File: src/design/sfswr_pkg.sv
// constants and carrier types for the serial flash status write and read sequencer
package sfswr_pkg;

  // ==========================================================
  // timing
  localparam int CLK_NS = 40;
  // self-timed status write cycle length, held as a time
  localparam int TW_NS = 10000;
  localparam int TW_CYC = (TW_NS + CLK_NS - 1) / CLK_NS;
  localparam logic [15:0] TW_COUNT = 16'(TW_CYC);

  // ==========================================================
  // opcodes
  localparam logic [7:0] OP_WR_SR2 = 8'h31;
  localparam logic [7:0] OP_GEN_WR = 8'h01;
  localparam logic [7:0] OP_WR_SR3_A = 8'hc0;
  localparam logic [7:0] OP_WR_SR3_B = 8'h11;
  localparam logic [7:0] OP_READ = 8'h03;
  localparam logic [7:0] OP_READ_WIDE = 8'h13;
  localparam logic [7:0] OP_FAST = 8'h0b;
  localparam logic [7:0] OP_FAST_WIDE = 8'h0c;
  localparam logic [7:0] OP_DUAL = 8'h3b;

  // ==========================================================
  // status registers
  localparam logic [7:0] SR2_RESET = 8'h00;
  localparam logic [7:0] SR3_RESET = 8'h04;
  localparam logic [7:0] SR2_WMASK = 8'hfe;
  localparam logic [7:0] SR3_WMASK = 8'hfa;
  localparam int SR3_PWRUP_BIT = 1;
  localparam int SR3_MODE_BIT = 0;

  // ==========================================================
  // bit, clock and byte counts per phase
  localparam logic [5:0] BITS_BYTE = 6'h08;
  localparam logic [5:0] BITS_ADDR3 = 6'h18;
  localparam logic [5:0] BITS_ADDR4 = 6'h20;
  localparam logic [5:0] DUMMY_CLKS = 6'h08;
  localparam logic [5:0] DUMMY_CLKS_QUAD = 6'h02;
  localparam logic [2:0] GEN_MAX_BYTES = 3'h3;

  // ==========================================================
  // types
  typedef enum logic [2:0] {
    ST_CMD, ST_ADDR, ST_DUMMY, ST_DATA, ST_WBYTE, ST_SKIP
  } sfswr_state_e;

  typedef enum logic [1:0] {WR_SR2, WR_SR3, WR_GEN} sfswr_wr_e;

  typedef struct packed {
    logic sclk;
    logic csn;
    logic [3:0] dq;
  } sfswr_pin_in_s;

  typedef struct packed {
    logic [3:0] dqOut;
    logic [3:0] dqOe;
  } sfswr_pin_out_s;

endpackage

File: src/design/sfswr_core.sv
// serial flash command sequencer: status register 2/3 writes and array reads
module sfswr_core import sfswr_pkg::*; #(
  parameter int ADDR_W = 25
) (
  // clock and reset
  input wire logic clk,
  input wire logic resetn,
  // serial pins
  input wire sfswr_pin_in_s pinsIn,
  output sfswr_pin_out_s pinsOut,
  // mode and state from the rest of the device
  input wire logic fourLineCmdMode,
  input wire logic writeEnLatch,
  input wire logic arrayBusy,
  input wire logic [7:0] extAddrByte,
  // array read port, data one clock after memRd
  output logic [ADDR_W-1:0] memAddr,
  output logic memRd,
  input wire logic [7:0] memData,
  // status
  output logic [7:0] status2,
  output logic [7:0] status3,
  output logic wipFlag,
  output logic curAddrModeFlag
);

  // ==========================================================
  // elaboration checks
  if (ADDR_W < 24 || ADDR_W > 32) begin : g_bad_width
    $error("ADDR_W must be 24 to 32");
  end

  // ==========================================================
  // helpers
  function automatic logic [5:0] clocksFor(input logic [5:0] bits, input logic quad);
    return quad ? (bits >> 2) : bits;
  endfunction

  function automatic logic [7:0] mergeBits(input logic [7:0] old, input logic [7:0] nw,
                                           input logic [7:0] mask);
    return (old & ~mask) | (nw & mask);
  endfunction

  // ==========================================================
  // reset release and pin synchronisers
  logic [1:0] rstSync_r;
  logic rstn;
  sfswr_pin_in_s sync1_r, sync2_r;
  logic sclkLast_r;

  always_ff @(posedge clk or negedge resetn) begin
    if (!resetn) begin
      rstSync_r <= 2'h0;
    end else begin
      rstSync_r <= {rstSync_r[0], 1'b1};
    end
  end
  assign rstn = rstSync_r[1];

  always_ff @(posedge clk or negedge rstn) begin
    if (!rstn) begin
      sync1_r <= '{sclk: 1'b0, csn: 1'b1, dq: 4'h0};
      sync2_r <= '{sclk: 1'b0, csn: 1'b1, dq: 4'h0};
      sclkLast_r <= 1'b0;
    end else begin
      sync1_r <= pinsIn;
      sync2_r <= sync1_r;
      sclkLast_r <= sync2_r.sclk;
    end
  end

  logic sclkRise, sclkFall, csnHigh;
  assign sclkRise = sync2_r.sclk & ~sclkLast_r;
  assign sclkFall = ~sync2_r.sclk & sclkLast_r;
  assign csnHigh = sync2_r.csn;

  // ==========================================================
  // sequencer state
  sfswr_state_e state_r, state_nxt;
  logic [5:0] cnt_r, cnt_nxt, target_r, target_nxt, dummy_r, dummy_nxt;
  logic [31:0] inSh_r, inSh_nxt;
  logic [2:0] lanes_r, lanes_nxt;
  logic [7:0] outSh_r, outSh_nxt, fetch_r, fetch_nxt;
  logic [2:0] outCnt_r, outCnt_nxt;
  logic [ADDR_W-1:0] memAddr_r, memAddr_nxt;
  logic memRd_r, memRd_nxt, rdPend_r, rdPend_nxt;
  sfswr_wr_e wrKind_r, wrKind_nxt;
  logic [2:0] wrBytes_r, wrBytes_nxt;
  logic [7:0] sr2New_r, sr2New_nxt, sr3New_r, sr3New_nxt;
  logic [7:0] sr2_r, sr2_nxt, sr3_r, sr3_nxt;
  logic wip_r, wip_nxt, curMode_r, curMode_nxt, initDone_r, initDone_nxt;
  logic [15:0] wipCnt_r, wipCnt_nxt;
  sfswr_pin_out_s pout_r, pout_nxt;

  logic [31:0] shiftIn;
  logic [5:0] cntInc;
  logic [31:0] rawAddr;
  logic [7:0] word;
  logic [2:0] perByte;
  logic phaseDone, busy, wrOk, isRead, wide;

  always_comb begin
    state_nxt = state_r;
    cnt_nxt = cnt_r;
    target_nxt = target_r;
    dummy_nxt = dummy_r;
    inSh_nxt = inSh_r;
    lanes_nxt = lanes_r;
    outSh_nxt = outSh_r;
    outCnt_nxt = outCnt_r;
    fetch_nxt = fetch_r;
    memAddr_nxt = memAddr_r;
    memRd_nxt = 1'b0;
    rdPend_nxt = memRd_r;
    wrKind_nxt = wrKind_r;
    wrBytes_nxt = wrBytes_r;
    sr2New_nxt = sr2New_r;
    sr3New_nxt = sr3New_r;
    sr2_nxt = sr2_r;
    sr3_nxt = sr3_r;
    wip_nxt = wip_r;
    wipCnt_nxt = wipCnt_r;
    curMode_nxt = curMode_r;
    initDone_nxt = 1'b1;
    pout_nxt = pout_r;
    word = outSh_r;
    perByte = 3'h0;
    isRead = 1'b0;
    wide = 1'b0;
    rawAddr = 32'h0;
    wrOk = 1'b0;
    // four-line mode takes a nibble per clock, upper nibble first
    shiftIn = fourLineCmdMode ? {inSh_r[27:0], sync2_r.dq}
                              : {inSh_r[30:0], sync2_r.dq[0]};
    cntInc = cnt_r + 6'h01;
    phaseDone = sclkRise && (cntInc == target_r);
    busy = arrayBusy | wip_r;

    // the power-up bit is sampled once after reset release
    if (!initDone_r) begin
      curMode_nxt = sr3_r[SR3_PWRUP_BIT];
    end

    if (rdPend_r) begin
      fetch_nxt = memData;
    end

    if (wip_r) begin
      if (wipCnt_r == 16'h1) begin
        wip_nxt = 1'b0;
      end
      wipCnt_nxt = wipCnt_r - 16'h1;
    end

    if (csnHigh) begin
      // drivers drop one clock after select is first seen high
      pout_nxt.dqOe = 4'h0;
      state_nxt = ST_CMD;
      cnt_nxt = 6'h0;
      inSh_nxt = 32'h0;
      target_nxt = clocksFor(BITS_BYTE, fourLineCmdMode);
      wrOk = (wrKind_r == WR_GEN) ? (wrBytes_r != 3'h0 && wrBytes_r <= GEN_MAX_BYTES)
                                  : (wrBytes_r == 3'h1);
      if (state_r == ST_WBYTE && cnt_r == 6'h0 && wrOk) begin
        if (wrKind_r == WR_SR2 || (wrKind_r == WR_GEN && wrBytes_r >= 3'h2)) begin
          sr2_nxt = mergeBits(sr2_r, sr2New_r, SR2_WMASK);
        end
        if (wrKind_r == WR_SR3 || (wrKind_r == WR_GEN && wrBytes_r == 3'h3)) begin
          sr3_nxt = mergeBits(sr3_r, sr3New_r, SR3_WMASK);
        end
        wip_nxt = 1'b1;
        wipCnt_nxt = TW_COUNT;
      end
    end else begin
      if (sclkRise && !phaseDone) begin
        cnt_nxt = cntInc;
        inSh_nxt = shiftIn;
      end
      unique case (state_r)
        ST_CMD: begin
          if (phaseDone) begin
            cnt_nxt = 6'h0;
            inSh_nxt = 32'h0;
            state_nxt = ST_SKIP;
            lanes_nxt = fourLineCmdMode ? 3'h4 : 3'h1;
            dummy_nxt = 6'h0;
            wrBytes_nxt = 3'h0;
            unique case (shiftIn[7:0])
              OP_READ: begin
                isRead = !fourLineCmdMode;
              end
              OP_READ_WIDE: begin
                isRead = !fourLineCmdMode;
                wide = 1'b1;
              end
              OP_FAST: begin
                isRead = 1'b1;
                dummy_nxt = fourLineCmdMode ? DUMMY_CLKS_QUAD : DUMMY_CLKS;
              end
              OP_FAST_WIDE: begin
                isRead = 1'b1;
                wide = 1'b1;
                dummy_nxt = fourLineCmdMode ? DUMMY_CLKS_QUAD : DUMMY_CLKS;
              end
              OP_DUAL: begin
                isRead = !fourLineCmdMode;
                lanes_nxt = 3'h2;
                dummy_nxt = DUMMY_CLKS;
              end
              OP_WR_SR2: begin
                wrKind_nxt = WR_SR2;
                state_nxt = (busy || !writeEnLatch) ? ST_SKIP : ST_WBYTE;
              end
              OP_WR_SR3_A, OP_WR_SR3_B: begin
                wrKind_nxt = WR_SR3;
                state_nxt = (busy || !writeEnLatch) ? ST_SKIP : ST_WBYTE;
              end
              OP_GEN_WR: begin
                wrKind_nxt = WR_GEN;
                state_nxt = (busy || !writeEnLatch) ? ST_SKIP : ST_WBYTE;
              end
              default: begin
              end
            endcase
            if (isRead && !busy) begin
              state_nxt = ST_ADDR;
              target_nxt = clocksFor((wide || curMode_r) ? BITS_ADDR4 : BITS_ADDR3,
                                     fourLineCmdMode);
            end else begin
              target_nxt = clocksFor(BITS_BYTE, fourLineCmdMode);
            end
          end
        end
        ST_ADDR: begin
          if (phaseDone) begin
            cnt_nxt = 6'h0;
            // three-byte mode prefixes the extended address byte
            rawAddr = (target_r == clocksFor(BITS_ADDR4, fourLineCmdMode)) ? shiftIn
                      : {extAddrByte, shiftIn[23:0]};
            memAddr_nxt = rawAddr[ADDR_W-1:0];
            memRd_nxt = 1'b1;
            outCnt_nxt = 3'h0;
            target_nxt = dummy_r;
            state_nxt = (dummy_r == 6'h0) ? ST_DATA : ST_DUMMY;
          end
        end
        ST_DUMMY: begin
          // dummy clocks are counted, their input is ignored
          if (phaseDone) begin
            cnt_nxt = 6'h0;
            state_nxt = ST_DATA;
          end
        end
        ST_DATA: begin
          cnt_nxt = 6'h0;
          if (sclkFall) begin
            perByte = (lanes_r == 3'h4) ? 3'h2 : ((lanes_r == 3'h2) ? 3'h4 : 3'h0);
            word = (outCnt_r == 3'h0) ? fetch_r : outSh_r;
            unique case (lanes_r)
              3'h4: begin
                pout_nxt.dqOut = word[7:4];
                pout_nxt.dqOe = 4'hf;
                outSh_nxt = {word[3:0], 4'h0};
              end
              3'h2: begin
                pout_nxt.dqOut = {2'h0, word[7:6]};
                pout_nxt.dqOe = 4'h3;
                outSh_nxt = {word[5:0], 2'h0};
              end
              default: begin
                pout_nxt.dqOut = {2'h0, word[7], 1'b0};
                pout_nxt.dqOe = 4'h2;
                outSh_nxt = {word[6:0], 1'b0};
              end
            endcase
            outCnt_nxt = ((outCnt_r == 3'h0) ? perByte : outCnt_r) - 3'h1;
            if (outCnt_r == 3'h0) begin
              // prefetch the next byte; the counter rolls over at the top
              memAddr_nxt = memAddr_r + ADDR_W'(1);
              memRd_nxt = 1'b1;
            end
          end
        end
        ST_WBYTE: begin
          if (phaseDone) begin
            cnt_nxt = 6'h0;
            inSh_nxt = 32'h0;
            if (wrBytes_r != 3'h7) begin
              wrBytes_nxt = wrBytes_r + 3'h1;
            end
            unique case (wrKind_r)
              WR_SR2: begin
                sr2New_nxt = shiftIn[7:0];
              end
              WR_SR3: begin
                sr3New_nxt = shiftIn[7:0];
              end
              default: begin
                if (wrBytes_r == 3'h1) begin
                  sr2New_nxt = shiftIn[7:0];
                end
                if (wrBytes_r == 3'h2) begin
                  sr3New_nxt = shiftIn[7:0];
                end
              end
            endcase
          end
        end
        default: begin
          cnt_nxt = 6'h0;
        end
      endcase
    end
    // the mode flag in status three mirrors the live address mode
    sr3_nxt[SR3_MODE_BIT] = curMode_nxt;
  end

  always_ff @(posedge clk or negedge rstn) begin
    if (!rstn) begin
      state_r <= ST_CMD;
      cnt_r <= 6'h0;
      target_r <= BITS_BYTE;
      dummy_r <= 6'h0;
      inSh_r <= 32'h0;
      lanes_r <= 3'h1;
      outSh_r <= 8'h0;
      outCnt_r <= 3'h0;
      fetch_r <= 8'h0;
      memAddr_r <= '0;
      memRd_r <= 1'b0;
      rdPend_r <= 1'b0;
      wrKind_r <= WR_SR2;
      wrBytes_r <= 3'h0;
      sr2New_r <= 8'h0;
      sr3New_r <= 8'h0;
      sr2_r <= SR2_RESET;
      sr3_r <= SR3_RESET;
      wip_r <= 1'b0;
      wipCnt_r <= 16'h0;
      curMode_r <= 1'b0;
      initDone_r <= 1'b0;
      pout_r <= '0;
    end else begin
      state_r <= state_nxt;
      cnt_r <= cnt_nxt;
      target_r <= target_nxt;
      dummy_r <= dummy_nxt;
      inSh_r <= inSh_nxt;
      lanes_r <= lanes_nxt;
      outSh_r <= outSh_nxt;
      outCnt_r <= outCnt_nxt;
      fetch_r <= fetch_nxt;
      memAddr_r <= memAddr_nxt;
      memRd_r <= memRd_nxt;
      rdPend_r <= rdPend_nxt;
      wrKind_r <= wrKind_nxt;
      wrBytes_r <= wrBytes_nxt;
      sr2New_r <= sr2New_nxt;
      sr3New_r <= sr3New_nxt;
      sr2_r <= sr2_nxt;
      sr3_r <= sr3_nxt;
      wip_r <= wip_nxt;
      wipCnt_r <= wipCnt_nxt;
      curMode_r <= curMode_nxt;
      initDone_r <= initDone_nxt;
      pout_r <= pout_nxt;
    end
  end

  // ==========================================================
  // outputs
  assign pinsOut = pout_r;
  assign memAddr = memAddr_r;
  assign memRd = memRd_r;
  assign status2 = sr2_r;
  assign status3 = sr3_r;
  assign wipFlag = wip_r;
  assign curAddrModeFlag = curMode_r;

endmodule

File: config.mk
export PLATFORM = sky130hd
export DESIGN_NAME = sfswr_core
export DESIGN_NICKNAME = d
export VERILOG_FILES = /design/src/design/sfswr_pkg.sv /design/src/design/sfswr_core.sv
export SDC_FILE = /design/constraint.sdc
export NUM_CORES = 1
export LEC_CHECK = 0
export BUFFER_PORTS_ARGS = -buffer_cell sky130_fd_sc_hd__buf_2
export CORE_MARGIN = 10
export CORE_UTILIZATION = 50
export CTS_CLUSTER_SIZE = 10
export DETAILED_ROUTE_END_ITERATION = 7
export PLACE_DENSITY_LB_ADDON = 0.2
export SETUP_SLACK_MARGIN = 0.2
export SYNTH_ARGS = -nofsm -noshare
export SYNTH_HDL_FRONTEND = slang
export SYNTH_SLANG_ARGS = --single-unit
File: constraint.sdc
create_clock -name clk -period 4.6 [get_ports clk]
set_clock_uncertainty 0.15 [all_clocks]
set_input_delay 0 -clock clk [delete_from_list [all_inputs] [get_ports clk]]
set_output_delay 0 -clock clk [all_outputs]
set_load 0.01 [all_outputs]
==> summary.txt, run 1 <==
STA
  • Slew margin rel.: 0.308
  • Final number of hold-violating endpoints: 0
  • Final setup TNS: 0 ns
  • Fmax: 0.308 GHz
  • Slew Limit Fails: 0
  • Min Tclk post-route: 3.25 ns
  • Final Setup Violations: 0
  • RSZ-0062 raised after global routing: no
  • Crit share post-route: 0.707
  • WHS: 0.0475 ns
  • Post-route setup slack: 1.35 ns
  • Worst slew pin tran: 1.04 ns

Pwr
  • Total power: 3.16 mW
  • PD cells: 321 nW/um^2
  • Pleak: 4.37 nW
  • Peak supply drop: 0.274 mV

Worst setup path
  • CP startpoint: cnt_r[3]
  • Crit-path max FO: 24
  • Crit path required time: 4.75 ns
  • Reg-to-Reg Start: cnt_r[3]
  • Reg2reg end: inSh_r[3]
  • Worst R2R Path Depth: 6
  • Critical Path Start Type: flip-flop
  • Critical path class: flip-flop to flip-flop
  • Crit path DAT: 3.40 ns
  • R2R Setup Slk: 1.35 ns
  • CP Capture Type: flip-flop

Status
  • Status: finished, final reports clean

Floorplanning
  • Die Ht: 152 um
  • Total core area: 17100 sq um
  • Die W: 152 um
  • Top-Level Pins: 79
  • Initial Utilization: 0.506
  • Die Area: 23000 sq um
  • Row count: 48

Finish
  • Fin nets: 960
  • Layout cell share with drive strength beyond 1: 0.203
  • Synth-to-layout area growth: 13.4%
  • # diodes: 0
  • Layout Utilization: 0.574

Route
  • Initial DRT Pass Iterations: 5
  • Initial DRC count: 591
  • Routed Wire Length: 20200 um
  • Drt wl/cell: 17.4 um
  • Vias: 6728
  • Residual DRC count: 0
  • Post-route ant nets: 0
  • Via-to-Cell Ratio: 5.82

Worst hold path
  • Min-Delay Path Class: primary input to flip-flop
  • Hold Path Stages: 2
  • Hold endpoint: sync1_r[3]
  • Hold path start: pinsIn[3]

Global route
  • Total grt overflow: 0
  • GRT Util Overall: 0.182
  • Pin count of the biggest net entering global routing: 134
  • Vias in the first global route: 6493
  • Initial antenna violation count: 0
  • First-pass GRT wire length: 33700 um

Place
  • Gpl congestion: 0.843
  • HPWL reported at the end of detailed placement: 13700 um
  • Setup WS pre-CTS: 1.36 ns
  • Number of port buffers: 69

Synth
  • Number of synthesized flops with an enable pin: 0
  • Post-synthesis async set-or-reset flop share: 1.00
  • Sequential fraction of the synthesis area: 0.463
  • Ys flop type: dfrtp_1
  • Post-synthesis instance area: 8670 sq um
  • Distinct cells, synth: 82
  • Synthesized area per cell: 10.1 sq um
  • Post-synthesis cell count: 856
  • #FFs+latches synth: 160
  • Ys Warns: 0

CTS
  • Clock transition at the registers of the reported paths: 0.06 ns
  • CTS tree: done
  • Max Buffers Root-to-Sink: 2
  • Htree depth: 4
  • CTS root buffer: clkbuf_16
  • Worst skew pair latency: 0.44 ns
  • Clock sink count: 160
  • Post-CTS setup repair buffer count: 0
  • Total clock buffers created by CTS: 17

Flow run
  • Max-cap violations: 0
-- layer usage --
| metal | wire (um) | GRT usage |
|---|---|---|
| met3 | 819 | 0.0392 |
| met2 | 9740 | 0.289 |
| met4 | 289 | 0.0596 |
| met1 | 9310 | 0.243 |
| met5 | 0 | 0 |
-- cell type report --
class / count / area [sq um]
Inverter: 25 / 93.8
Sequential cell: 160 / 4010
Clock inverter: 14 / 131
Tap cell: 225 / 282
Multi-Input combinational cell: 616 / 4250
Fill cell: 1527 / 7280
Timing Repair Buffer: 98 / 626
Clock buffer: 18 / 439
-- synthesized netlist by cell type, types with 13 or more instances --
master	count	area, sq um
a211oi_1	31	233
a21oi_1	34	170
clkbuf_1	30	113
dfrtp_1	156	3900
ha_1	15	188
inv_1	25	93.8
mux2_2	46	518
mux2i_1	34	340
nand2_1	71	267
nand3_1	21	105
nor2_1	88	330
nor3_1	22	110
o21ai_0	32	160
xnor2_1	13	114
-- worst max path at each step --
| stage | slack (ns) | endpoint | depth (start not counted) |
|---|---|---|---|
| after floorplan | 1.80 | cnt_r[0] | 0 |
| after global placement | 1.39 | inSh_r[3] | 6 |
| after detailed placement | 1.36 | inSh_r[3] | 6 |
| after CTS | 1.38 | inSh_r[7] | 6 |
| after global routing | 1.19 | inSh_r[7] | 6 |
| final | 1.35 | inSh_r[3] | 6 |
-- logic make-up (layout without fill, tap and decap cells) --
group | Yosys count | after routing | synth area share
and+or+nand+nor | 292 | 292 | 0.176
xor gates and xnor gates | 22 | 22 | 0.0222
AOI/OAI and AO/OA | 202 | 202 | 0.166
muxes | 81 | 81 | 0.101
adders and majority gates | 15 | 15 | 0.0217
other | 2 | 4 | 0.000866
DFF | 160 | 160 | 0.463
buffers and inverters | 82 | 155 | 0.0505
-- registers in the layout, indices dropped and copies added, names as in the netlist, 7 cells and up --
signal and cells:
memAddr 25, wipCnt_r 16, pinsOut 7, fetch_r 8, outSh_r 7, status2 7
inSh_r 24, sr2New_r 7
-- power breakdown --
part / total [mW] / switching [mW] / internal, mW
sequential: 1.53 / 0.0627 / 1.46
combinational: 0.265 / 0.158 / 0.107
clock: 1.37 / 0.601 / 0.765
-- timing repair --
action,4_1_cts,5_1_grt
gates resized for setup,0,0
endpoints found under the hold margin,20,0
endpoints found under the setup margin,0,0
hold buffers,20,0
-- metrics by stage --
step	cells	area, sq um
2_1_floorplan	858	8680
3_3_place_gp	1104	9060
3_5_place_dp	1104	9060
4_1_cts	1156	9830
5_1_grt	1156	9830
6_report	1156	9830
-- worst max-delay path: stages, from the launching register on --
cell       delay (ns)
dfrtp_1          0.54
nand4_4          0.13
or3_4            0.39
a2111oi_4        0.69
and4_1           0.56
a21o_2           0.53
nor3_1           0.12
-- placed cells by master, fill, tap and decap left out, types with 5 or more instances in the layout --
| cell type | n |
|---|---|
| nor2b_1 | 5 |
| a211oi_1 | 31 |
| nor2_1 | 88 |
| buf_4 | 8 |
| dfrtp_1 | 155 |
| o21ai_0 | 32 |
| a21oi_1 | 34 |
| o22a_1 | 10 |
| o221ai_1 | 5 |
| and4_1 | 6 |
| nor3_1 | 21 |
| inv_1 | 25 |
| and3_1 | 6 |
| nand2_1 | 71 |
| a22oi_1 | 6 |
| nand4_1 | 8 |
| o31ai_1 | 11 |
| a2bb2oi_1 | 11 |
| a31oi_1 | 6 |
| mux2i_1 | 34 |
| o22ai_1 | 10 |
| buf_2 | 69 |
| clkbuf_16 | 17 |
| dlygate4sd3_1 | 20 |
| mux2_2 | 46 |
| nand2b_1 | 10 |
| xor2_1 | 9 |
| and2_1 | 6 |
| ha_1 | 15 |
| nand3_1 | 21 |
| xnor2_1 | 13 |
Power figures use the tool's default switching activity.
==> run 2, diff against run 1 <==
==> constraint.sdc (replaced) <==
create_clock -name clk -period 2.8 [get_ports clk]
set_clock_uncertainty 0.15 [all_clocks]
set_input_delay 0 -clock clk [delete_from_list [all_inputs] [get_ports clk]]
set_output_delay 0 -clock clk [all_outputs]
set_load 0.01 [all_outputs]
==> run 2 against run 1 <==
Against the previous run:
- register-to-register slack worse by 1.1 ns
- cell count is 3.5% higher
- fmax is 26% higher
- sequential share of layout area is 2.2 points lower
- sequential power is 63% higher
- critical path type unchanged
==> summary.txt, run 2 (same netlist as run 1, synthesis figures left out) <==
Worst setup path
  • Crit path required time: 3.02 ns
  • CP startpoint: cnt_r[0]
  • Reg2reg end: memAddr[18]
  • Reg-to-Reg Start: cnt_r[0]
  • CP Capture Type: flip-flop
  • Critical Path Start Type: flip-flop
  • Crit-path max FO: 8
  • Crit path DAT: 2.80 ns
  • Worst Setup EP: memAddr[18]
  • Critical path class: flip-flop to flip-flop
  • Worst R2R Path Depth: 9
  • R2R Setup Slk: 0.22 ns

Floorplanning
  • Total core area: 17100 sq um
  • Top-Level Pins: 79
  • Initial Utilization: 0.506
  • Die W: 152 um
  • Die Area: 23000 sq um
  • Die Ht: 152 um
  • Row count: 48

Pwr
  • Sw frac: 0.269
  • Clock power frac: 0.435
  • P_int: 3.86 mW
  • Sw power: 1.42 mW
  • Part of the power in registers: 0.473
  • Peak supply drop: 0.403 mV
  • Pleak: 4.63 nW
  • Gate power share: 0.092
  • PD cells: 508 nW/um^2

STA
  • Slew margin rel.: 0.584
  • Slew Limit Fails: 0
  • Worst slew pin tran: 0.621 ns
  • Crit share post-route: 0.922
  • RSZ-0062 raised after global routing: yes
  • Final Setup Violations: 0
  • WHS: 0.0494 ns
  • Min Tclk post-route: 2.58 ns
  • Fmax: 0.387 GHz
  • Final setup TNS: 0 ns
  • Final number of hold-violating endpoints: 0

CTS
  • Max Buffers Root-to-Sink: 2
  • Htree depth: 4
  • Clock sink count: 160
  • Worst skew pair latency: 0.43 ns
  • CTS tree: done
  • Total clock buffers created by CTS: 17
  • CTS root buffer: clkbuf_16
  • Clock transition at the registers of the reported paths: 0.07 ns

Route
  • Drt wl/cell: 17.8 um
  • Residual DRC count: 0
  • Vias: 6907
  • Routed Wire Length: 21300 um
  • Initial DRT Pass Iterations: 6
  • Initial DRC count: 455
  • Post-route ant nets: 0
  • Via-to-Cell Ratio: 5.77

Global route
  • Vias in the first global route: 6734
  • GRT Util Overall: 0.188
  • Total grt overflow: 0
  • Initial antenna violation count: 0
  • Pin count of the biggest net entering global routing: 52
  • First-pass GRT wire length: 34800 um

Place
  • Gpl congestion: 0.886
  • Dpl cells: 1136
  • Number of port buffers: 69
  • Placed Area: 9350 sq um
  • HPWL reported at the end of detailed placement: 14700 um

Finish
  • Finished Cell Area: 10400 sq um
  • Commonest cells after routing, fill and taps aside: dfrtp_1, nor2_1, nand2_1
  • Non-Filler Instances: 1197
  • Max FFs per register: 25
  • Fin nets: 1001
  • Layout cell share with drive strength beyond 1: 0.260
  • Leading cell type in the layout, fill and taps excluded: dfrtp_1
  • # diodes: 0
  • Synth-to-layout area growth: 20.0%
  • Layout Utilization: 0.608

Worst hold path
  • Min-Delay Path Class: primary input to flip-flop

Flow run
  • Max-cap violations: 0

Status
  • Status: finished, final reports clean
[run 2: changes by cell type in the layout (fill, tap and decap cells not counted), moves of 4 or more]
| cell | delta |
|---|---|
| buf_4 | +29 |
| buf_6 | +7 |
| mux2_2 | -7 |
| mux2_4 | +7 |
| a221oi_1 | -4 |
| buf_12 | +4 |
[run 2: per-stage QoR]
step	worst slack, ns	power [mW]
2_1_floorplan	0.247	2.85
4_1_cts	0.215	5.32
3_3_place_gp	0.0872	2.98
6_report	0.218	5.29
3_5_place_dp	0.115	2.99
5_1_grt	0.132	5.51
[run 2: area by class of cell]
class	count	area (sq um)
Clock buffer	18	429
Clock inverter	14	145
Fill cell	1443	6710
Inverter	25	93.8
Multi-Input combinational cell	616	4420
Sequential cell	160	4020
Tap cell	225	282
Timing Repair Buffer	139	1020
[run 2: critical path: stages, from the launching register on]
cell and delay [ns]:
dfrtp_2 0.42, buf_6 0.12, nand4_4 0.06, or3_4 0.39, a2111oi_4 0.39, buf_6 0.19, nand4_1 0.17, buf_4 0.21
a221oi_2 0.24, o22a_1 0.17
[run 2: layer usage]
metal | up-vias | wire, um | GRT usage
met5 | - | 0 | 0
met4 | 0 | 349 | 0.0548
met3 | 34 | 1020 | 0.0383
met2 | 161 | 10200 | 0.293
met1 | 3386 | 9730 | 0.258
li1 | 3326 | - | -
[run 2: worst min-delay path by stage]
| stage | start | depth (start not counted) | slack, ns | end |
|---|---|---|---|---|
| after floorplan | resetn | 0 | -0.45 | rstSync_r[0] |
| after global placement | resetn | 1 | -0.36 | rstSync_r[0] |
| after detailed placement | resetn | 1 | -0.36 | rstSync_r[0] |
| after CTS | extAddrByte[0] | 5 | 0.03 | memAddr[24] |
| after global routing | pinsIn[3] | 2 | 0.05 | sync1_r[3] |
| final | pinsIn[0] | 2 | 0.05 | sync1_r[0] |
[run 2: power by group through the flow]
stage	Combinational [mW]	Clock (mW)	Sequential, mW
after global routing	0.554	2.44	2.51
after floorplan	0.318	0	2.53
final	0.487	2.30	2.50
after CTS	0.471	2.35	2.50
after global placement	0.442	0	2.54
after detailed placement	0.446	0	2.54
[run 2: what timing repair did]
item,in CTS,in global routing
gates cloned,0,1
buffers inserted,0,8
pin swaps,0,11
hold endpoints to repair,20,0
resized for setup,6,51
hold buffers,20,0
setup endpoints to repair,44,75
==> run 3, diff against run 2 <==
--- a/config.mk
+++ b/config.mk
@@ -5,6 +5,7 @@
 export SDC_FILE = /design/constraint.sdc
 export NUM_CORES = 1
 export LEC_CHECK = 0
+export ABC_AREA = 1
 export BUFFER_PORTS_ARGS = -buffer_cell sky130_fd_sc_hd__buf_2
 export CORE_MARGIN = 10
 export CORE_UTILIZATION = 50
==> run 3 against run 2 <==
Against the previous run:
- die area rose by 0.56%
- power rose by 38%
- core utilization fell by 1.7 points
- register-to-register slack improved by 0.13 ns
- sequential share of layout area rose by 0.93 points
- area after synthesis rose by 0.65%
- count of clock-buffer cells in the layout rose by 5
- sequential cell count did not move
- non-clock buffer count fell by 29
- combinational power rose to 3.9 times the previous value
- global-route usage fell by 0.13 points
- worst setup slack improved by 0.13 ns
- largest power group unchanged
==> summary.txt, run 3 <==
Place
  • Number of port buffers: 69
  • HPWL reported at the end of detailed placement: 15200 um
  • Gpl congestion: 0.941
  • Placed Area: 9330 sq um

Worst hold path
  • Min-Delay Path Class: primary input to flip-flop
  • Hold path start: extAddrByte[0]

Route
  • Via-to-Cell Ratio: 5.23
  • Routed Wire Length: 21900 um
  • Drt wl/cell: 14.7 um
  • Residual DRC count: 0
  • Post-route ant nets: 0
  • Initial DRT Pass Iterations: 5
  • Initial DRC count: 651
  • Vias: 7786

Status
  • Status: finished, final reports clean

Worst setup path
  • Critical path class: flip-flop to flip-flop
  • CP startpoint: cnt_r[0]
  • Critical Path Start Type: flip-flop
  • Worst-path cell chain: ha_1 -> nand3_1 -> nand2_1 -> nand2_1 -> xor2_1 -> nor2_2 -> nand3_4 -> nor2_4 -> nand3_4 -> nand2_1 -> o21ai_2
  • Crit path required time: 2.95 ns
  • Most common cell on crit path: nand2_1
  • Max incr delay on CP: 0.48 ns
  • CP Capture Type: flip-flop
  • Crit path DAT: 2.60 ns
  • Slowest CP cell: dfrtp_1
  • Reg-to-Reg Start: cnt_r[0]
  • Crit-path max FO: 14

CTS
  • CTS tree: done
  • Post-CTS setup repair buffer count: 0
  • Total clock buffers created by CTS: 17
  • Htree depth: 4
  • Max Buffers Root-to-Sink: 2
  • Worst skew pair latency: 0.42 ns
  • CTS root buffer: clkbuf_16
  • Clock sink count: 160
  • Clock transition at the registers of the reported paths: 0.06 ns

Synth
  • Number of synthesized flops with an enable pin: 0
  • Sequential fraction of the synthesis area: 0.460
  • Post-synth top area cell: dfrtp_1
  • Synth top cells by count: nand2_1, dfrtp_1, inv_1, nor2_1, o21ai_0
  • Distinct cells, synth: 45
  • Main area contributors after synthesis: dfrtp_1, nand2_1, inv_1
  • Post-synthesis instance area: 8720 sq um
  • Ys flop type: dfrtp_1
  • Ys Warns: 0
  • Most frequent cell after synthesis: nand2_1
  • Post-synthesis async set-or-reset flop share: 1.00
  • #FFs+latches synth: 160
  • Post-synthesis cell count: 1157
  • Synthesized area per cell: 7.54 sq um
  • Yosys top cell area share: 0.448

STA
  • Final setup TNS: 0 ns
  • Worst slew pin tran: 0.873 ns
  • Fmax: 0.408 GHz
  • Final Setup Violations: 0
  • Slew margin rel.: 0.418
  • RSZ-0062 raised after global routing: yes
  • Min Tclk post-route: 2.45 ns
  • Slew Limit Fails: 0
  • Final number of hold-violating endpoints: 0
  • Crit share post-route: 0.874

Floorplanning
  • Initial Utilization: 0.508
  • Row count: 48
  • Top-Level Pins: 79
  • Die Ht: 152 um
  • Die Area: 23100 sq um
  • Total core area: 17200 sq um
  • Die W: 152 um

Pwr
  • Clock power frac: 0.321
  • Pleak: 5.08 nW
  • Gate power share: 0.258
  • PD cells: 719 nW/um^2
  • Sw frac: 0.348
  • P_int: 4.76 mW
  • Peak supply drop: 0.491 mV
  • Sw power: 2.54 mW
  • Part of the power in registers: 0.421

Finish
  • Fin nets: 1293
  • # diodes: 0
  • Max FFs per register: 25
  • Layout Utilization: 0.591
  • Synth-to-layout area growth: 16.3%
  • # fillers: 1639
  • Commonest cells after routing, fill and taps aside: nand2_1, dfrtp_1, inv_1
  • Leading cell type in the layout, fill and taps excluded: nand2_1
  • Finished Cell Area: 10100 sq um
  • Layout cell share with drive strength beyond 1: 0.134

Global route
  • Initial antenna violation count: 0
  • First-pass GRT wire length: 36500 um
  • Vias in the first global route: 7462
  • Pin count of the biggest net entering global routing: 159
  • GRT Util Overall: 0.186
  • Total grt overflow: 0

Flow run
  • Max-cap violations: 0
[run 3: cell types whose count changed after synthesis, moves of 25 or more]
| cell | delta |
|---|---|
| nand2_1 | +268 |
| inv_1 | +118 |
| o21ai_0 | +71 |
| nand3_1 | +58 |
| mux2_2 | -42 |
| mux2i_1 | -31 |
| a211oi_1 | -30 |
| nand4_1 | +25 |
[run 3: timing repair]
item | in CTS | in global routing
endpoints found under the setup margin | 0 | 43
hold buffers | 19 | 0
gates resized for setup | 0 | 4
hold endpoints to repair | 26 | 0
[run 3: worst max-delay path: cells and delay by family (launching register included)]
family / cells / cell delay, ns
and+or+nand+nor: 8 / 1.21
xor gates and xnor gates: 1 / 0.16
DFF: 1 / 0.48
AOI/OAI and AO/OA: 1 / 0.05
adders and majority gates: 1 / 0.26
[run 3: logic make-up (layout without fill, tap and decap cells)]
group,count (synthesis),after routing,share of synthesized area
buf+inv,187,291,0.0882
flops,160,160,0.460
simple gates,593,594,0.291
xor+xnor,19,19,0.0191
fa+ha+maj,15,15,0.0215
other cells,2,4,0.000861
compound gates,174,174,0.111
mux,7,7,0.00861
[run 3: metal layers]
layer	up-vias	global-route usage	part of all wire
li1	3909	-	-
met1	3645	0.239	0.46
met2	204	0.304	0.47
met3	28	0.0429	0.049
met4	0	0.0610	0.021
met5	-	0	0
[run 3: power groups by stage]
stage | combinational (mW) | clock (mW) | sequential, mW
6_report | 1.88 | 2.34 | 3.07
5_1_grt | 2.15 | 2.49 | 3.12
4_1_cts | 1.86 | 2.39 | 3.06
3_5_place_dp | 1.82 | 0 | 3.09
3_3_place_gp | 1.78 | 0 | 3.09
2_1_floorplan | 1.16 | 0 | 3.11
[run 3: final timing paths]
check	endpoint	slack, ns	cells after the start
worst max-delay path	sr2New_r[4]	0.35	11
min in group asynchronous	rstSync_r[1]	0.27	3
worst max register to register	sr2New_r[4]	0.35	11
max in group asynchronous	memRd	1.51	1
worst min register to register	sync2_r[5]	0.20	0
worst min-delay path	memAddr[24]	0.05	7
[run 3: metrics by stage]
step	total power, mW	hold slack (ns)	setup slack, ns	instances
2_1_floorplan	4.26	-0.446	0.657	1159
3_3_place_gp	4.88	-0.365	0.370	1437
3_5_place_dp	4.92	-0.362	0.313	1437
4_1_cts	7.31	0.0562	0.285	1488
5_1_grt	7.76	0.0556	0.161	1489
6_report	7.30	0.0492	0.352	1489
[run 3: cell type report]
cell class / count / area, sq um / area share
multi-input cells: 813 / 3990 / 0.393
clock inverters: 9 / 134 / 0.0132
well taps: 225 / 282 / 0.0277
inverters: 149 / 559 / 0.0551
flip-flops and latches: 160 / 4010 / 0.395
repair buffers: 110 / 713 / 0.0703
clock buffers: 23 / 458 / 0.0451
